===== src/include/pdrl_pkg.sv =====
// Purpose: shared constants of the diagnostic, reset and LED register group
// Assumes: 16-bit registers reached by a simple register port
// Notes:   cycle counts are at the 10 MHz system clock
package pdrl_pkg;
  // register offsets
  localparam logic [15:0] OFF_BASIC_STS = 16'h0001;
  localparam logic [15:0] OFF_DIAG      = 16'h001e;
  localparam logic [15:0] OFF_RST       = 16'h001f;
  localparam logic [15:0] OFF_LED       = 16'h0025;
  localparam logic [15:0] OFF_CMPL      = 16'h0027;
  // field positions
  localparam int DIAG_START_BIT = 15;
  localparam int RESCAL_BIT     = 14;
  localparam int DIAG_DONE_BIT  = 1;
  localparam int DIAG_FAIL_BIT  = 0;
  localparam int HARD_RST_BIT   = 15;
  localparam int RESTART_BIT    = 14;
  localparam int POL_SWAP_BIT   = 9;
  localparam int LED_SRC_LSB    = 3;
  localparam int LED_ROUTE_BIT  = 0;
  // reset values
  localparam logic [15:0] DIAG_RESET  = 16'h0000;
  localparam logic [15:0] RST_RESET   = 16'h0000;
  localparam logic [15:0] LED_RESET   = 16'h0041;
  localparam logic [15:0] CMPL_RESET  = 16'h0000;
  localparam logic [3:0]  LED_SRC_RESET = 4'h8;
  // timing counts in sys_clk cycles, the stretch count in blink ticks
  localparam logic [3:0]  HARD_RST_CYC  = 4'h8;
  localparam logic [3:0]  RESTART_CYC   = 4'h4;
  localparam logic [11:0] BLINK_TICK    = 12'hfa0; // 400 us
  localparam logic [3:0]  STRETCH_TICKS = 4'h8;
  // led source codes
  typedef enum logic [3:0] {
    SRC_LINK = 4'h0, SRC_ACT = 4'h1, SRC_TX = 4'h2, SRC_RX = 4'h3,
    SRC_COL = 4'h4, SRC_SPD100 = 4'h5, SRC_SPD10 = 4'h6, SRC_FDX = 4'h7,
    SRC_LINK_BLINK = 4'h8, SRC_STRETCH = 4'h9, SRC_LINK100FD = 4'ha, SRC_LPI = 4'hb,
    SRC_MII_ERR = 4'hc, SRC_LINK_LOST = 4'hd, SRC_PRBS = 4'he
  } pdrl_src_t;
endpackage


===== src/include/pdrl_led_if.sv =====
// Purpose: carries line status and led source selection to the led selector
// Assumes: all signals synchronous to sys_clk
// Notes:   status pulses are one cycle wide
interface pdrl_led_if;
  logic       link_up;
  logic       act_tx;
  logic       act_rx;
  logic       col_active;
  logic       speed_100;
  logic       full_duplex;
  logic       lpi_active;
  logic       mii_err;
  logic       prbs_err;
  logic       prbs_cnt_clr;
  logic       sts_read;
  logic       logic_clr;
  logic [3:0] src;
  logic       mled;
  modport ctl (output link_up, act_tx, act_rx, col_active, speed_100, full_duplex, lpi_active,
               mii_err, prbs_err, prbs_cnt_clr, sts_read, logic_clr, src, input mled);
  modport sel (input link_up, act_tx, act_rx, col_active, speed_100, full_duplex, lpi_active,
               mii_err, prbs_err, prbs_cnt_clr, sts_read, logic_clr, src, output mled);
endinterface


===== src/pdrl_led_sel.sv =====
// Purpose: multi-function led source selection with latches and blink
// Assumes: single clock, logic_clr restarts all internal state except mled_reg
// Notes:   mled is registered, one cycle behind its sources
module pdrl_led_sel (
  input wire logic sys_clk,
  input wire logic resetn,
  pdrl_led_if.sel  lif
);
  logic [11:0] tick_cnt_reg;
  logic [3:0]  phase_reg;
  logic [3:0]  stretch_reg;
  logic        link_d_reg;
  logic        lost_reg;
  logic        prbs_reg;
  logic        mled_reg;
  logic        mled_next;
  wire         tick     = (tick_cnt_reg == pdrl_pkg::BLINK_TICK - 12'h001);
  wire         activity = lif.act_tx | lif.act_rx;
  wire         blink    = phase_reg[3];
  wire         link_fell = link_d_reg & ~lif.link_up;

  // blink divider and activity stretch
  always_ff @(posedge sys_clk or negedge resetn)
  begin
    if (!resetn)
    begin
      tick_cnt_reg <= 12'h000;
      phase_reg    <= 4'h0;
      stretch_reg  <= 4'h0;
    end
    else if (lif.logic_clr)
    begin
      tick_cnt_reg <= 12'h000;
      phase_reg    <= 4'h0;
      stretch_reg  <= 4'h0;
    end
    else
    begin
      tick_cnt_reg <= tick ? 12'h000 : tick_cnt_reg + 12'h001;
      phase_reg    <= tick ? phase_reg + 4'h1 : phase_reg;
      if (activity)
        stretch_reg <= pdrl_pkg::STRETCH_TICKS;
      else if (tick && stretch_reg != 4'h0)
        stretch_reg <= stretch_reg - 4'h1;
    end
  end

  // sticky link-lost and prbs error latches, set wins over clear
  always_ff @(posedge sys_clk or negedge resetn)
  begin
    if (!resetn)
    begin
      link_d_reg <= 1'b0;
      lost_reg   <= 1'b0;
      prbs_reg   <= 1'b0;
    end
    else if (lif.logic_clr)
    begin
      link_d_reg <= 1'b0;
      lost_reg   <= 1'b0;
      prbs_reg   <= 1'b0;
    end
    else
    begin
      link_d_reg <= lif.link_up;
      lost_reg   <= link_fell | (lost_reg & ~lif.sts_read);
      prbs_reg   <= lif.prbs_err | (prbs_reg & ~lif.prbs_cnt_clr);
    end
  end

  // source decode
  always_comb
  begin
    case (lif.src)
      pdrl_pkg::SRC_LINK:       mled_next = lif.link_up;
      pdrl_pkg::SRC_ACT:        mled_next = activity;
      pdrl_pkg::SRC_TX:         mled_next = lif.act_tx;
      pdrl_pkg::SRC_RX:         mled_next = lif.act_rx;
      pdrl_pkg::SRC_COL:        mled_next = lif.col_active;
      pdrl_pkg::SRC_SPD100:     mled_next = lif.speed_100;
      pdrl_pkg::SRC_SPD10:      mled_next = ~lif.speed_100;
      pdrl_pkg::SRC_FDX:        mled_next = lif.full_duplex;
      pdrl_pkg::SRC_LINK_BLINK: mled_next = lif.link_up & ~(activity & blink);
      pdrl_pkg::SRC_STRETCH:    mled_next = (stretch_reg != 4'h0);
      pdrl_pkg::SRC_LINK100FD:  mled_next = lif.link_up & lif.speed_100 & lif.full_duplex;
      pdrl_pkg::SRC_LPI:        mled_next = lif.lpi_active;
      pdrl_pkg::SRC_MII_ERR:    mled_next = lif.mii_err;
      pdrl_pkg::SRC_LINK_LOST:  mled_next = lost_reg;
      pdrl_pkg::SRC_PRBS:       mled_next = prbs_reg;
      default:                  mled_next = 1'b0; // reserved code
    endcase
  end

  always_ff @(posedge sys_clk or negedge resetn)
  begin
    if (!resetn)
      mled_reg <= 1'b0;
    else
      mled_reg <= mled_next;
  end

  assign lif.mled = mled_reg;
endmodule


===== src/pdrl_regs.sv =====
// Purpose: cable diagnostic, software reset and led control registers
// Assumes: register port strobes are one-cycle pulses synchronous to sys_clk
// Notes:   read data returns on the cycle after the read strobe
module pdrl_regs (
  input  wire logic        sys_clk,
  input  wire logic        resetn,
  input  wire logic [15:0] reg_addr,
  input  wire logic [15:0] reg_wdata,
  input  wire logic        reg_wr,
  input  wire logic        reg_rd,
  output logic      [15:0] reg_rdata,
  input  wire logic        diag_done,
  input  wire logic        diag_fail,
  input  wire logic        link_up,
  input  wire logic        act_tx,
  input  wire logic        act_rx,
  input  wire logic        col_active,
  input  wire logic        speed_100,
  input  wire logic        full_duplex,
  input  wire logic        lpi_active,
  input  wire logic        mii_err,
  input  wire logic        prbs_err,
  input  wire logic        prbs_cnt_clr,
  input  wire logic        col_strap,
  output logic             diag_start,
  output logic             rescal_start,
  output logic             phy_hard_rst,
  output logic             logic_restart,
  output logic      [3:0]  compliance_cfg,
  output logic             led_pin_zero
);
  function automatic logic hit(input logic [15:0] addr, input logic [15:0] off);
    hit = (addr == off);
  endfunction

  logic        start_reg, rescal_reg, done_reg, fail_reg;
  logic        swap_reg, route_reg;
  logic [3:0]  src_reg;
  logic [3:0]  cmpl_reg;
  logic [3:0]  hard_cnt_reg, rst_cnt_reg;
  logic        hard_reg, restart_reg;
  logic        strap_reg, strap_taken_reg;
  logic        led_reg;
  logic [15:0] rdata_reg;
  logic [15:0] rdata_next;

  pdrl_led_if lif ();

  // write and read decode
  wire wr_diag  = reg_wr & hit(reg_addr, pdrl_pkg::OFF_DIAG);
  wire wr_rst   = reg_wr & hit(reg_addr, pdrl_pkg::OFF_RST);
  wire wr_led   = reg_wr & hit(reg_addr, pdrl_pkg::OFF_LED);
  wire wr_cmpl  = reg_wr & hit(reg_addr, pdrl_pkg::OFF_CMPL);
  wire wr_hard  = wr_rst & reg_wdata[pdrl_pkg::HARD_RST_BIT] & ~hard_reg;
  wire wr_rest  = wr_rst & reg_wdata[pdrl_pkg::RESTART_BIT] & ~hard_reg & ~wr_hard & ~restart_reg;
  wire wr_start = wr_diag & reg_wdata[pdrl_pkg::DIAG_START_BIT];

  // next values of counters and led output
  wire [3:0] hard_cnt_next = wr_hard ? pdrl_pkg::HARD_RST_CYC :
                             (hard_cnt_reg != 4'h0) ? hard_cnt_reg - 4'h1 : 4'h0;
  wire [3:0] rst_cnt_next  = wr_rest ? pdrl_pkg::RESTART_CYC :
                             (rst_cnt_reg != 4'h0) ? rst_cnt_reg - 4'h1 : 4'h0;
  wire       active_low    = strap_reg ^ swap_reg;
  wire       led_raw       = route_reg ? lif.mled : link_up;
  wire       led_next      = led_raw ^ active_low;

  // read mux, reset bits show busy state
  always_comb
  begin
    rdata_next = 16'h0000;
    if (hit(reg_addr, pdrl_pkg::OFF_DIAG))
    begin
      rdata_next[pdrl_pkg::DIAG_START_BIT] = start_reg;
      rdata_next[pdrl_pkg::RESCAL_BIT]     = rescal_reg;
      rdata_next[pdrl_pkg::DIAG_DONE_BIT]  = done_reg;
      rdata_next[pdrl_pkg::DIAG_FAIL_BIT]  = fail_reg;
    end
    else if (hit(reg_addr, pdrl_pkg::OFF_RST))
    begin
      rdata_next[pdrl_pkg::HARD_RST_BIT] = hard_reg;
      rdata_next[pdrl_pkg::RESTART_BIT]  = restart_reg;
    end
    else if (hit(reg_addr, pdrl_pkg::OFF_LED))
    begin
      rdata_next[pdrl_pkg::POL_SWAP_BIT]              = swap_reg;
      rdata_next[pdrl_pkg::LED_SRC_LSB +: 4]          = src_reg;
      rdata_next[pdrl_pkg::LED_ROUTE_BIT]             = route_reg;
    end
    else if (hit(reg_addr, pdrl_pkg::OFF_CMPL))
      rdata_next[3:0] = cmpl_reg;
  end

  // cable diagnostic control and status, hardware events win
  always_ff @(posedge sys_clk or negedge resetn)
  begin
    if (!resetn)
    begin
      start_reg  <= pdrl_pkg::DIAG_RESET[pdrl_pkg::DIAG_START_BIT];
      rescal_reg <= pdrl_pkg::DIAG_RESET[pdrl_pkg::RESCAL_BIT];
      done_reg   <= pdrl_pkg::DIAG_RESET[pdrl_pkg::DIAG_DONE_BIT];
      fail_reg   <= pdrl_pkg::DIAG_RESET[pdrl_pkg::DIAG_FAIL_BIT];
    end
    else if (hard_reg)
    begin
      start_reg  <= pdrl_pkg::DIAG_RESET[pdrl_pkg::DIAG_START_BIT];
      rescal_reg <= pdrl_pkg::DIAG_RESET[pdrl_pkg::RESCAL_BIT];
      done_reg   <= pdrl_pkg::DIAG_RESET[pdrl_pkg::DIAG_DONE_BIT];
      fail_reg   <= pdrl_pkg::DIAG_RESET[pdrl_pkg::DIAG_FAIL_BIT];
    end
    else
    begin
      start_reg  <= diag_done ? 1'b0 : (wr_diag ? reg_wdata[pdrl_pkg::DIAG_START_BIT] : start_reg);
      rescal_reg <= wr_diag ? reg_wdata[pdrl_pkg::RESCAL_BIT] : rescal_reg;
      done_reg   <= diag_done | (done_reg & ~wr_start);
      fail_reg   <= (diag_done & diag_fail) | (fail_reg & ~wr_start & ~diag_done);
    end
  end

  // led and compliance configuration, restored by hard reset
  always_ff @(posedge sys_clk or negedge resetn)
  begin
    if (!resetn)
    begin
      swap_reg  <= pdrl_pkg::LED_RESET[pdrl_pkg::POL_SWAP_BIT];
      src_reg   <= pdrl_pkg::LED_SRC_RESET;
      route_reg <= pdrl_pkg::LED_RESET[pdrl_pkg::LED_ROUTE_BIT];
      cmpl_reg  <= pdrl_pkg::CMPL_RESET[3:0];
    end
    else if (hard_reg)
    begin
      swap_reg  <= pdrl_pkg::LED_RESET[pdrl_pkg::POL_SWAP_BIT];
      src_reg   <= pdrl_pkg::LED_SRC_RESET;
      route_reg <= pdrl_pkg::LED_RESET[pdrl_pkg::LED_ROUTE_BIT];
      cmpl_reg  <= pdrl_pkg::CMPL_RESET[3:0];
    end
    else
    begin
      if (wr_led)
      begin
        swap_reg  <= reg_wdata[pdrl_pkg::POL_SWAP_BIT];
        src_reg   <= reg_wdata[pdrl_pkg::LED_SRC_LSB +: 4];
        route_reg <= reg_wdata[pdrl_pkg::LED_ROUTE_BIT];
      end
      if (wr_cmpl)
        cmpl_reg <= reg_wdata[3:0];
    end
  end

  // self-clearing reset sequencers
  always_ff @(posedge sys_clk or negedge resetn)
  begin
    if (!resetn)
    begin
      hard_cnt_reg <= 4'h0;
      rst_cnt_reg  <= 4'h0;
      hard_reg     <= 1'b0;
      restart_reg  <= 1'b0;
    end
    else
    begin
      hard_cnt_reg <= hard_cnt_next;
      rst_cnt_reg  <= hard_reg ? 4'h0 : rst_cnt_next;
      hard_reg     <= (hard_cnt_next != 4'h0);
      restart_reg  <= ~hard_reg & (rst_cnt_next != 4'h0);
    end
  end

  // strap caught after reset release and after each hard reset
  always_ff @(posedge sys_clk or negedge resetn)
  begin
    if (!resetn)
    begin
      strap_reg       <= 1'b0;
      strap_taken_reg <= 1'b0;
    end
    else if (hard_reg)
      strap_taken_reg <= 1'b0;
    else if (!strap_taken_reg)
    begin
      strap_reg       <= col_strap;
      strap_taken_reg <= 1'b1;
    end
  end

  // output and read data registers
  always_ff @(posedge sys_clk or negedge resetn)
  begin
    if (!resetn)
    begin
      led_reg   <= 1'b0;
      rdata_reg <= 16'h0000;
    end
    else
    begin
      led_reg   <= led_next;
      rdata_reg <= reg_rd ? rdata_next : rdata_reg;
    end
  end

  // status towards the led selector
  assign lif.link_up      = link_up;
  assign lif.act_tx       = act_tx;
  assign lif.act_rx       = act_rx;
  assign lif.col_active   = col_active;
  assign lif.speed_100    = speed_100;
  assign lif.full_duplex  = full_duplex;
  assign lif.lpi_active   = lpi_active;
  assign lif.mii_err      = mii_err;
  assign lif.prbs_err     = prbs_err;
  assign lif.prbs_cnt_clr = prbs_cnt_clr;
  assign lif.sts_read     = reg_rd & hit(reg_addr, pdrl_pkg::OFF_BASIC_STS);
  assign lif.logic_clr    = hard_reg | restart_reg;
  assign lif.src          = src_reg;

  pdrl_led_sel u_sel (
    .sys_clk (sys_clk),
    .resetn  (resetn),
    .lif     (lif)
  );

  assign reg_rdata      = rdata_reg;
  assign diag_start     = start_reg;
  assign rescal_start   = rescal_reg;
  assign phy_hard_rst   = hard_reg;
  assign logic_restart  = restart_reg;
  assign compliance_cfg = cmpl_reg;
  assign led_pin_zero   = led_reg;
endmodule


===== config.mk =====
export PLATFORM = sky130hd
export DESIGN_NAME = pdrl_regs
export DESIGN_NICKNAME = d
export VERILOG_FILES = /design/src/include/pdrl_pkg.sv /design/src/include/pdrl_led_if.sv /design/src/pdrl_led_sel.sv /design/src/pdrl_regs.sv
export SDC_FILE = /design/constraint.sdc
export NUM_CORES = 1
export LEC_CHECK = 0
export BUFFER_PORTS_ARGS = -buffer_cell sky130_fd_sc_hd__buf_2
export CAP_MARGIN = 20
export CORE_MARGIN = 2
export CORE_UTILIZATION = 43
export CTS_CLUSTER_DIAMETER = 80
export DETAILED_ROUTE_END_ITERATION = 16
export PLACE_DENSITY = 0.75
export RECOVER_POWER = 100
export SLEW_MARGIN = 30
export SYNTH_ARGS = -nofsm -noshare
export SYNTH_HDL_FRONTEND = slang
export SYNTH_SLANG_ARGS = --single-unit

===== constraint.sdc =====
create_clock -name sys_clk -period 1.81 [get_ports sys_clk]
set_input_delay 0.0905 -clock sys_clk [delete_from_list [all_inputs] [get_ports sys_clk]]
set_output_delay 0.0905 -clock sys_clk [all_outputs]
set_load 0.005 [all_outputs]

After elaboration in Yosys (flattened, before gate mapping)
Index checks and enable logic that the tools add are counted.

word-level totals
  word-level logic and storage cells = 151
  output and inout port bits = 25
  flip-flop bits (word level) = 61

operators by class
  $add $sub $neg = 5
  bitwise logic cells = 43
  reductions and logical operators = 14
  mux-type cells = 46
  equal/unequal tests = 20

operator list
  operator                                          number
  2-to-1 mux 4 bit                                  15
  == test 16 x 5 -> 1 bit, second input constant    2
  == test 16 x 6 -> 1 bit, second input constant    2
  == test 4 bit, second input constant              7
  AND 1 bit                                         24
  2-to-1 mux 12 bit                                 2
  2-to-1 mux 1 bit                                  21
  nonzero test 4 bit                                5
  == test 16 x 1 -> 1 bit, second input constant    1
  == test 4 x 3 -> 1 bit, second input constant     4
  one-hot mux 1 bit (15 select lines)               1
  adder 12 x 1 -> 12 bit, second input constant     1
  == test 12 bit, second input constant             1
  subtractor 4 x 1 -> 4 bit, second input constant  3
  NOT 1 bit                                         11
  == test 4 x 2 -> 1 bit, second input constant     2
  2-to-1 mux 2 bit                                  4
  nonzero test 2 bit                                4
  2-to-1 mux 7 bit                                  1
  OR 1 bit                                          6
  nonzero test 3 bit                                2
  2-to-1 mux 5 bit                                  1
  adder 4 x 1 -> 4 bit, second input constant       1
  == test 4 x 1 -> 1 bit, second input constant     1
  5 further kinds                                   6

Logic depth before layout (Yosys ltp)
Gate-level depths: netlist (run 1).

  word-level depth = 10
  depth in mapped cells = 6
  mapped depth without buffers = 6

Cells and area by module
From an unflattened synthesis (run 1), not the netlist that was laid out.

second synthesis, totals
  cells, all modules = 327
  area total of the unflattened synthesis = 3,254.4 um^2

modules (own cells, without submodules)
  module        cells each  area an instance (um^2)  instances
  pdrl_regs     194         1,929.4                  1
  pdrl_led_sel  133         1,325.0                  1

Least setup slack after synthesis (run 1)
Ideal clock, no wire load.

  path type = reg2reg
  start = register u_sel.stretch_reg[0]
  end = register u_sel.mled_reg, in the netlist u_sel.lif.mled
  stages on the path, launching flop included = 7
  data required time = 1.684 ns
  setup time = 0.126 ns
  slack = 0.098 ns
  arrival = 1.586 ns
  clock period less this slack = 1.712 ns
  path through = dfrtp_1 -> inv_1 -> ha_1 -> or3b_2 -> o211ai_1 -> a221oi_1 -> a311o_1

on the way
  cells in the longest elaborated chain, start to end = 2

RTL lines
  what                                 RTL line            text
  from (decl)                          pdrl_led_sel.sv:11  logic [3:0] stretch_reg;
  from (signal assigned)               pdrl_led_sel.sv:42  stretch_reg <= pdrl_pkg::STRETCH_TICKS;
  from (signal assigned)               pdrl_led_sel.sv:44  stretch_reg <= stretch_reg - 4'h1;
  nonzero test 4 bit                   pdrl_led_sel.sv:84  pdrl_pkg::SRC_STRETCH: mled_next = (stretch_reg != 4'h0);
  one-hot mux 1 bit (15 select lines)  pdrl_led_sel.sv:74  case (lif.src)
  net u_sel.mled_next                  pdrl_led_sel.sv:16  logic mled_next;
  to (signal assigned)                 pdrl_led_sel.sv:99  mled_reg <= mled_next;
  to (decl)                            pdrl_led_sel.sv:15  logic mled_reg;

The timed path passes the listed nets, and every way through them passes these cells.
A chain may end at the register's enable or synchronous reset.

Final worst setup path (run 1)
  start = register u_sel.stretch_reg[0]
  end = register u_sel.stretch_reg[3]

on the way
  cells in the longest elaborated chain, start to end = 4

RTL lines
  what                       RTL line            text
  subtractor 4 x 1 -> 4 bit  pdrl_led_sel.sv:44
  2-to-1 mux 4 bit           pdrl_led_sel.sv:43  else if (tick && stretch_reg != 4'h0)
  2-to-1 mux 4 bit           pdrl_led_sel.sv:41  if (activity)
  2-to-1 mux 4 bit           pdrl_led_sel.sv:31  else if (lif.logic_clr)

Parallel ways exist; a longest one is shown, timed or not. The select of a mux whose other input is x is not followed.

==> results summary, run 1 <==
The number of DRC violations after detailed routing is 0. The number of distinct library cell variants in the gate-level netlist after synthesis is 58. CTS placed an instance of sky130_fd_sc_hd__clkbuf_8 at the clock tree root. The share of the Yosys chip area taken by registers is 0.469. CTS built an H-tree with a depth of 3. The post-route worst setup slack is 0.127 ns. The TritonCTS buffer count came out at 9. The part of the power in the clock network is 0.333. Max-cap violations in this run came to 0. The analysis attributes to net switching a power of 1.01 mW.

The worst slack at placement is 0.0392 ns. In this run the power density over the cells is 885 nW/um^2. The DRC violation total after the first TritonRoute iteration came out at 81. sky130_fd_sc_hd__dfrtp_1 takes more of the synthesized area than any other cell. The detailed router placed 2714 vias in this run.

The largest clock skew in the final design is 0.0117 ns. STA classifies the critical path startpoint as a flop. Relative to the synthesized area, the layout overhead comes to 19.8%.

The flow ran to the end, and the final reports show no timing, DRC or antenna violations. The transition time at the pin with the least slew margin came out at 0.837 ns. The per-instance average area after synthesis is 10.1 um^2. The worst hold path terminates at rescal_start. The netlist area before placement came out at 3260 um^2.

The all-layer global routing usage is 0.180. The global-route wire length before repair came out at 12100 um. Across the whole layout, storage elements account for 1530 um^2. The Yosys step of the flow raised 0 warnings. The critical path arrival is 1.94 ns.

In the final layout, the multi-input gates occupy 1540 um^2. The leftover overflow at the end of global routing came out at 0. The beginning of the worst hold path is reg_wdata[14]. The part of the total power dissipated in sequential elements is 0.463. The number of instances in the synthesized netlist is 321. Wires add up to 7070 um. The kind of path behind the tightest hold check is in -> reg. The count of nets left with antenna violations once routing finished came out at 0. The half-perimeter wire length of the detailed placement result is 5170 um. The total chip power came out at 3.46 mW. In the layout the commonest cells are 59 x sky130_fd_sc_hd__dfrtp_1, 56 x sky130_fd_sc_hd__buf_2, 30 x sky130_fd_sc_hd__nor2_1, 17 x sky130_fd_sc_hd__inv_1, 17 x sky130_fd_sc_hd__a21oi_1. The floorplan step defined a core boundary enclosing 7290 um^2. The headroom to the max-slew limit came out at 0.442. The detail-routed net length per standard cell came out at 14.0 um. Setup repair after global routing left no endpoint under its margin. The floorplan step defined a die boundary enclosing 8290 um^2.

After detailed routing, the number of vias per cell comes to 5.36. IR analysis of the VDD net gives a maximum drop of 0.400 mV. The count of cells along the worst register-to-register path is 7. The fmax came out at 594 MHz. The final-stage net count is 457. The number of hold violations in the final report is 0. Of the total power, combinational logic draws 0.204. Along the worst path, the maximum fanout reaches 7. The main flop type after synthesis is sky130_fd_sc_hd__dfrtp_1. The iteration count of the initial detailed-routing pass is 4. STA puts the critical path data required time at 2.06 ns.

The final-report max-slew violation count came out at 0. Leaving out fill and tap cells, the most frequent cell in the layout is sky130_fd_sc_hd__dfrtp_1. The maximum number of pins on one net before global-route repair is 62. The height of the chip is 91.0 um. The flip-flop count of the largest register, all copies and words added came out at 12. Setup violations remaining at the end of the flow were counted as 0. The minimum setup slack among reg-to-reg paths is 0.13 ns. In this run the critical register-to-register path is launched from u_sel.stretch_reg[0]. The internal portion of total power came out at 2.45 mW.

The placement row count came out at 31. The antenna cell count came out at 0. Of the cells placed in the final design, the portion with a size suffix greater than 1 is 0.236.

The number of global-route vias before repair is 2612. The clock reaches the later pin of the worst-skew pair after 0.34 ns. The top-area cell type share of the netlist area came out at 0.453. The clock sink count is 61. The flip-flop and latch count after synthesis is 61.

Clock-pin slew was measured on the worst setup and hold paths at 0.07 ns. Of the total power, the share spent switching nets is 0.292. For the finished layout, the period the worst path requires is 1.68 ns. The final weighted congestion of routability-driven global placement came out at 0.794. The die is 91.0 um wide. The setup path with the least slack is of type reg -> reg. The kind of end point of the critical path is a flop. The post-route fraction of the period consumed by the critical path is 0.930. By area the synthesized netlist is led by sky130_fd_sc_hd__dfrtp_1 45%, sky130_fd_sc_hd__nor2_1 3.5%, sky130_fd_sc_hd__xnor2_1 3.2%.

The cell depth of the worst hold path came out at 3. The endpoint of the lowest-slack register-to-register path is u_sel.stretch_reg[3]. The count of port buffers added during placement is 61.

The static leakage is 1.74 nW. The number of enable flip-flop cells after synthesis came out at 0. TritonCTS built the clock tree. The count of pins on the block boundary is 74. The number of buffers on the longest clock path came out at 2. The number of antenna violations at the first check in global routing is 0. The initial utilization of the core area, before any placement, comes to 0.447. Adding up every negative setup slack in the final design gives 0 ns. The fraction of registers with async set/reset came out at 1.00. The number of fill cells in the layout came out at 691.
-- layout make-up --
| cell class | instances | share of cell area |
|---|---|---|
| repair buffers | 84 | 0.116 |
| clock buffers | 16 | 0.0487 |
| multi-input cells | 227 | 0.394 |
| flip-flops and latches | 61 | 0.392 |
| well taps | 99 | 0.0317 |
| inverters | 19 | 0.0183 |
-- per-stage QoR --
| step | std cells | hold slack [ns] | util | area, um^2 |
|---|---|---|---|---|
| 6_report | 506 | 0.00930 | 0.535 | 3900 |
| 5_1_grt | 506 | 0.0108 | 0.535 | 3900 |
| 4_1_cts | 504 | 0.00329 | 0.541 | 3950 |
| 3_5_place_dp | 483 | 0.127 | 0.508 | 3710 |
| 3_3_place_gp | 483 | 0.127 | 0.508 | 3710 |
| 2_1_floorplan | 326 | -0.205 | - | 3280 |
-- cell usage after synthesis (3+ instances only) --
cell                        n
sky130_fd_sc_hd__nand3b_1   3
sky130_fd_sc_hd__a21oi_1   17
sky130_fd_sc_hd__nand2b_1   9
sky130_fd_sc_hd__or3_1      4
sky130_fd_sc_hd__ha_1       6
sky130_fd_sc_hd__xor2_1     5
sky130_fd_sc_hd__clkbuf_8   3
sky130_fd_sc_hd__nand4_1   11
sky130_fd_sc_hd__clkbuf_1   8
sky130_fd_sc_hd__xnor2_1   12
sky130_fd_sc_hd__o41ai_1    3
sky130_fd_sc_hd__nor2_1    30
sky130_fd_sc_hd__nor4b_1    3
sky130_fd_sc_hd__mux2i_1    7
sky130_fd_sc_hd__nor4_1     8
sky130_fd_sc_hd__o21ai_0   12
sky130_fd_sc_hd__nand4b_1   5
sky130_fd_sc_hd__nand2_1   11
sky130_fd_sc_hd__a22o_1     4
sky130_fd_sc_hd__nor3_1    15
sky130_fd_sc_hd__nand3_1   14
sky130_fd_sc_hd__buf_4      8
sky130_fd_sc_hd__inv_1     18
sky130_fd_sc_hd__mux2_2     3
sky130_fd_sc_hd__dfrtp_1   59
-- kinds of logic (layout without fill, tap and decap cells) --
logic type,Yosys count,in the layout,synth area share
AO/OA/AOI/OAI,57,57,0.117
XOR/XNOR,17,17,0.0457
adder cells (fa/ha/maj),6,6,0.0230
buffers and inverters,38,119,0.0622
flip-flops,61,61,0.469
multiplexers,10,10,0.0319
other,1,6,0.00115
AND/OR/NAND/NOR,131,131,0.250
-- routing by layer --
layer / GRT usage / share of wire
met3: 0.0349 / 0.044
met4: 0.0758 / 0.016
met5: 0 / 0
met1: 0.235 / 0.47
met2: 0.292 / 0.47
-- how the worst max path moves through the flow --
stage                            to                  start  slack (ns)  cells past startpoint
2_1_floorplan        u_sel.lif.mled   u_sel.stretch_reg[0]         0.1                      6
3_3_place_gp   u_sel.stretch_reg[3]   u_sel.stretch_reg[0]        0.06                      7
3_5_place_dp   u_sel.stretch_reg[3]   u_sel.stretch_reg[0]        0.04                      7
4_1_cts        u_sel.stretch_reg[3]   u_sel.stretch_reg[0]        0.02                      7
5_1_grt          u_sel.phase_reg[1]  u_sel.tick_cnt_reg[0]        0.03                      7
6_report       u_sel.stretch_reg[3]   u_sel.stretch_reg[0]        0.13                      7
-- critical path, stage by stage, from the launching register on --
cell and delay (ns):
sky130_fd_sc_hd__dfrtp_1 0.38, sky130_fd_sc_hd__inv_1 0.08, sky130_fd_sc_hd__ha_1 0.13, sky130_fd_sc_hd__or3b_1 0.36
sky130_fd_sc_hd__nor4b_4 0.14, sky130_fd_sc_hd__buf_4 0.17, sky130_fd_sc_hd__and4_1 0.18, sky130_fd_sc_hd__nor3_1 0.17
-- power groups by stage --
stage,combinational (mW),sequential (mW),clock [mW]
after floorplan,0.496,1.60,0
after global placement,0.711,1.62,0
after detailed placement,0.738,1.62,0
after CTS,0.752,1.60,1.18
after global routing,0.794,1.62,1.25
final,0.707,1.60,1.15
-- what timing repair did --
| action | 4_1_cts | 5_1_grt |
|---|---|---|
| endpoints found under the hold margin | 62 | 0 |
| hold buffers | 5 | 0 |
| gates resized for setup | 0 | 4 |
| setup buffers | 0 | 2 |
| setup endpoints to repair | 0 | 9 |
No activity file was read; power rests on OpenSTA's default activity.
==> run 2: changes to the inputs <==
clock period = 1.36 ns   (was 1.81 ns; I/O delays follow)
==> results summary, run 2 (synthesis gave the netlist of run 1 again) <==
The flow ran to the end, but the final reports show violations. The checks that failed: setup timing. The count of port buffers added during placement is 61. The kind of cell adding the most delay to the critical path is simple AND/OR/NAND/NOR gates. The clock sink count is 61.

The number of placed instances with taps included is 518. The transition time at the pin with the least slew margin is 0.779 ns. The height of the chip is 91.0 um. Fill cells in the final layout number 620. The half-perimeter wire length of the detailed placement result is 5640 um. The static leakage is 2.01 nW. Across every metal layer, demand over resource in global routing totals 0.203. In this run the remaining antenna-violating nets after routing total 0. The initial cell density of the core is 0.447. The number of buffers on the longest clock path came out at 2.

The power per standard cell area is 1080 nW/um^2. The kind of path behind the tightest hold check is in -> reg. The wire length reported by the detailed router is 8080 um. The final-stage net count came out at 499. The max-cap check violation count came out at 0. The register with the most flip-flops in the layout has 12 of them. Leaving out fill and tap cells, the most frequent cell in the layout is sky130_fd_sc_hd__dfrtp_1. The area growth from synthesis to layout came out at 33.9%.

TritonCTS created 9 clock buffers. Setup repair after global routing could not meet its margin everywhere. The end-of-flow core utilization is 0.598. The maximum fanout along the worst path came out at 7. The vias per cell came out at 5.31. The post-route fraction of the period consumed by the critical path is 1.25. Traced cell by cell, the critical path runs through inv_2 > ha_1 > or3b_4 > nor4b_4 > buf_4 > buf_4 > a211oi_2. The count of H-tree levels built during CTS came out at 3. The first global-routing pass estimated 13500 um of wire.

The area taken by multi-input logic gates is 1650 um^2. The maximum VDD drop is 0.547 mV. The minimum period implied by the final worst setup slack is 1.69 ns.

The number of buffers and inverters on the critical path is 3. The critical path's most frequent cell is sky130_fd_sc_hd__buf_4. Entering global routing, the biggest net connects 34 pins.

The leftover overflow at the end of global routing came out at 0. The count of pins on the block boundary is 74. The largest clock skew in the final design came out at 0.0107 ns. The headroom to the max-slew limit is 0.480. The fraction of layout instances using a drive strength above 1 is 0.354. The congestion estimate from routability-driven global placement came to 0.879. The post-route worst setup slack came out at -0.334 ns. The die width came out at 91.0 um. The root cell of the clock tree is sky130_fd_sc_hd__clkbuf_8. The setup TNS after final layout is -4.84 ns.

The final count of negative-setup-slack endpoints came out at 30. The slowest stage of the critical path is the sky130_fd_sc_hd__dfrtp_1 cell. The TritonCTS clock tree is built. The total die area is 8290 um^2. The non-filler instance count after layout came out at 548.

On the final layout, the worst hold slack is 0.0146 ns. The area occupied by registers is 1530 um^2. The number of antenna violations at the first check in global routing is 0. The critical path arrival is 1.94 ns. The DRC violation total after the first TritonRoute iteration is 79. The clock latency at the later pin of the worst-skew pair is 0.34 ns.

The delay of the slowest cell on the worst path is 0.40 ns. The fmax came out at 590 MHz. In the final routed layout, each cell accounts on average for 14.7 um.

The via count of the routed design came out at 2909. The number of global-route vias before repair came out at 2936. The antenna cell count came out at 0. The path type of the worst setup path is reg -> reg. The area of the core region is 7290 um^2.

The clock transition at the register clock pins on the worst setup and hold paths after CTS came out at 0.06 ns. STA classifies the critical path endpoint as a flop. In the routed design, unresolved DRC markers number 0.

The required time of the critical path came out at 1.60 ns. The final-report max-slew violation count came out at 0. The iteration count of the initial detailed-routing pass is 4. The placement row count came out at 31. The number of hold violations in the final report is 0. The top cell types in the final layout, fill and taps aside, are 59 x sky130_fd_sc_hd__dfrtp_1, 56 x sky130_fd_sc_hd__buf_2, 42 x sky130_fd_sc_hd__buf_4, 21 x sky130_fd_sc_hd__nor2_1, 17 x sky130_fd_sc_hd__a21oi_1.

The startpoint type of the worst setup path is a flop.
==> run 2: changes by cell type in the layout (fill, tap and decap cells not counted), moves of 3 or more <==
cell and delta:
sky130_fd_sc_hd__buf_4 +34, sky130_fd_sc_hd__nor2_1 -9, sky130_fd_sc_hd__buf_6 +7, sky130_fd_sc_hd__nor2_2 +6
sky130_fd_sc_hd__clkbuf_1 -3, sky130_fd_sc_hd__clkbuf_8 -3, sky130_fd_sc_hd__dlygate4sd3_1 +3, sky130_fd_sc_hd__nor2_4 +3
==> run 2: layout make-up <==
class                      count  area share
multi-input combinational    227       0.379
clock buffer                  14      0.0350
tap                           99      0.0284
sequential                    61       0.351
inverter                      19      0.0164
clock inverter                 2     0.00229
timing repair buffer         126       0.189
==> run 2: worst paths after layout <==
path | from | end | slack, ns | cells past startpoint
hold reg to reg | reg_rdata[3] | reg_rdata[3] | 0.48 | 1
setup reg to reg | u_sel.stretch_reg[1] | u_sel.stretch_reg[1] | -0.33 | 7
min in group asynchronous | resetn | reg_rdata[15] | 0.33 | 2
max in group asynchronous | resetn | route_reg | 0.18 | 3
hold / removal | reg_wdata[1] | compliance_cfg[1] | 0.01 | 3
setup / recovery | u_sel.stretch_reg[1] | u_sel.stretch_reg[1] | -0.33 | 7
==> run 2: routing by layer <==
metal / vias up / GRT usage / routed length (um)
li1: 1398 / - / -
met1: 1415 / 0.247 / 3570
met2: 83 / 0.348 / 4020
met3: 13 / 0.0365 / 330
met4: 0 / 0.0947 / 155
met5: - / 0 / 0
==> run 2: metrics by stage <==
step / area, um^2 / total power, mW / setup slack, ns
after floorplan: 3280 / 2.80 / -0.280
after CTS: 4370 / 4.69 / -0.297
final: 4360 / 4.70 / -0.334
after global placement: 3970 / 3.16 / -0.249
after global routing: 4360 / 4.95 / -0.413
after detailed placement: 3970 / 3.21 / -0.323
==> run 2: worst reg2reg max path: stages, from the launching register on <==
cell	delay, ns
sky130_fd_sc_hd__dfrtp_1	0.40
sky130_fd_sc_hd__inv_2	0.07
sky130_fd_sc_hd__ha_1	0.12
sky130_fd_sc_hd__or3b_4	0.38
sky130_fd_sc_hd__nor4b_4	0.14
sky130_fd_sc_hd__buf_4	0.16
sky130_fd_sc_hd__buf_4	0.13
sky130_fd_sc_hd__a211oi_2	0.20
==> run 2: what timing repair did <==
item                                    in CTS  in global routing
buffers inserted                             6                  1
hold buffers                                 8                  0
resized for setup                           26                  9
pin swaps                                   17                  5
endpoints found under the setup margin      19                 21
hold endpoints to repair                    50                  0
==> run 2: where the power goes <==
part           switching [mW]  internal (mW)
registers               0.105           2.00
clock network           0.694          0.709
logic                   0.652          0.543
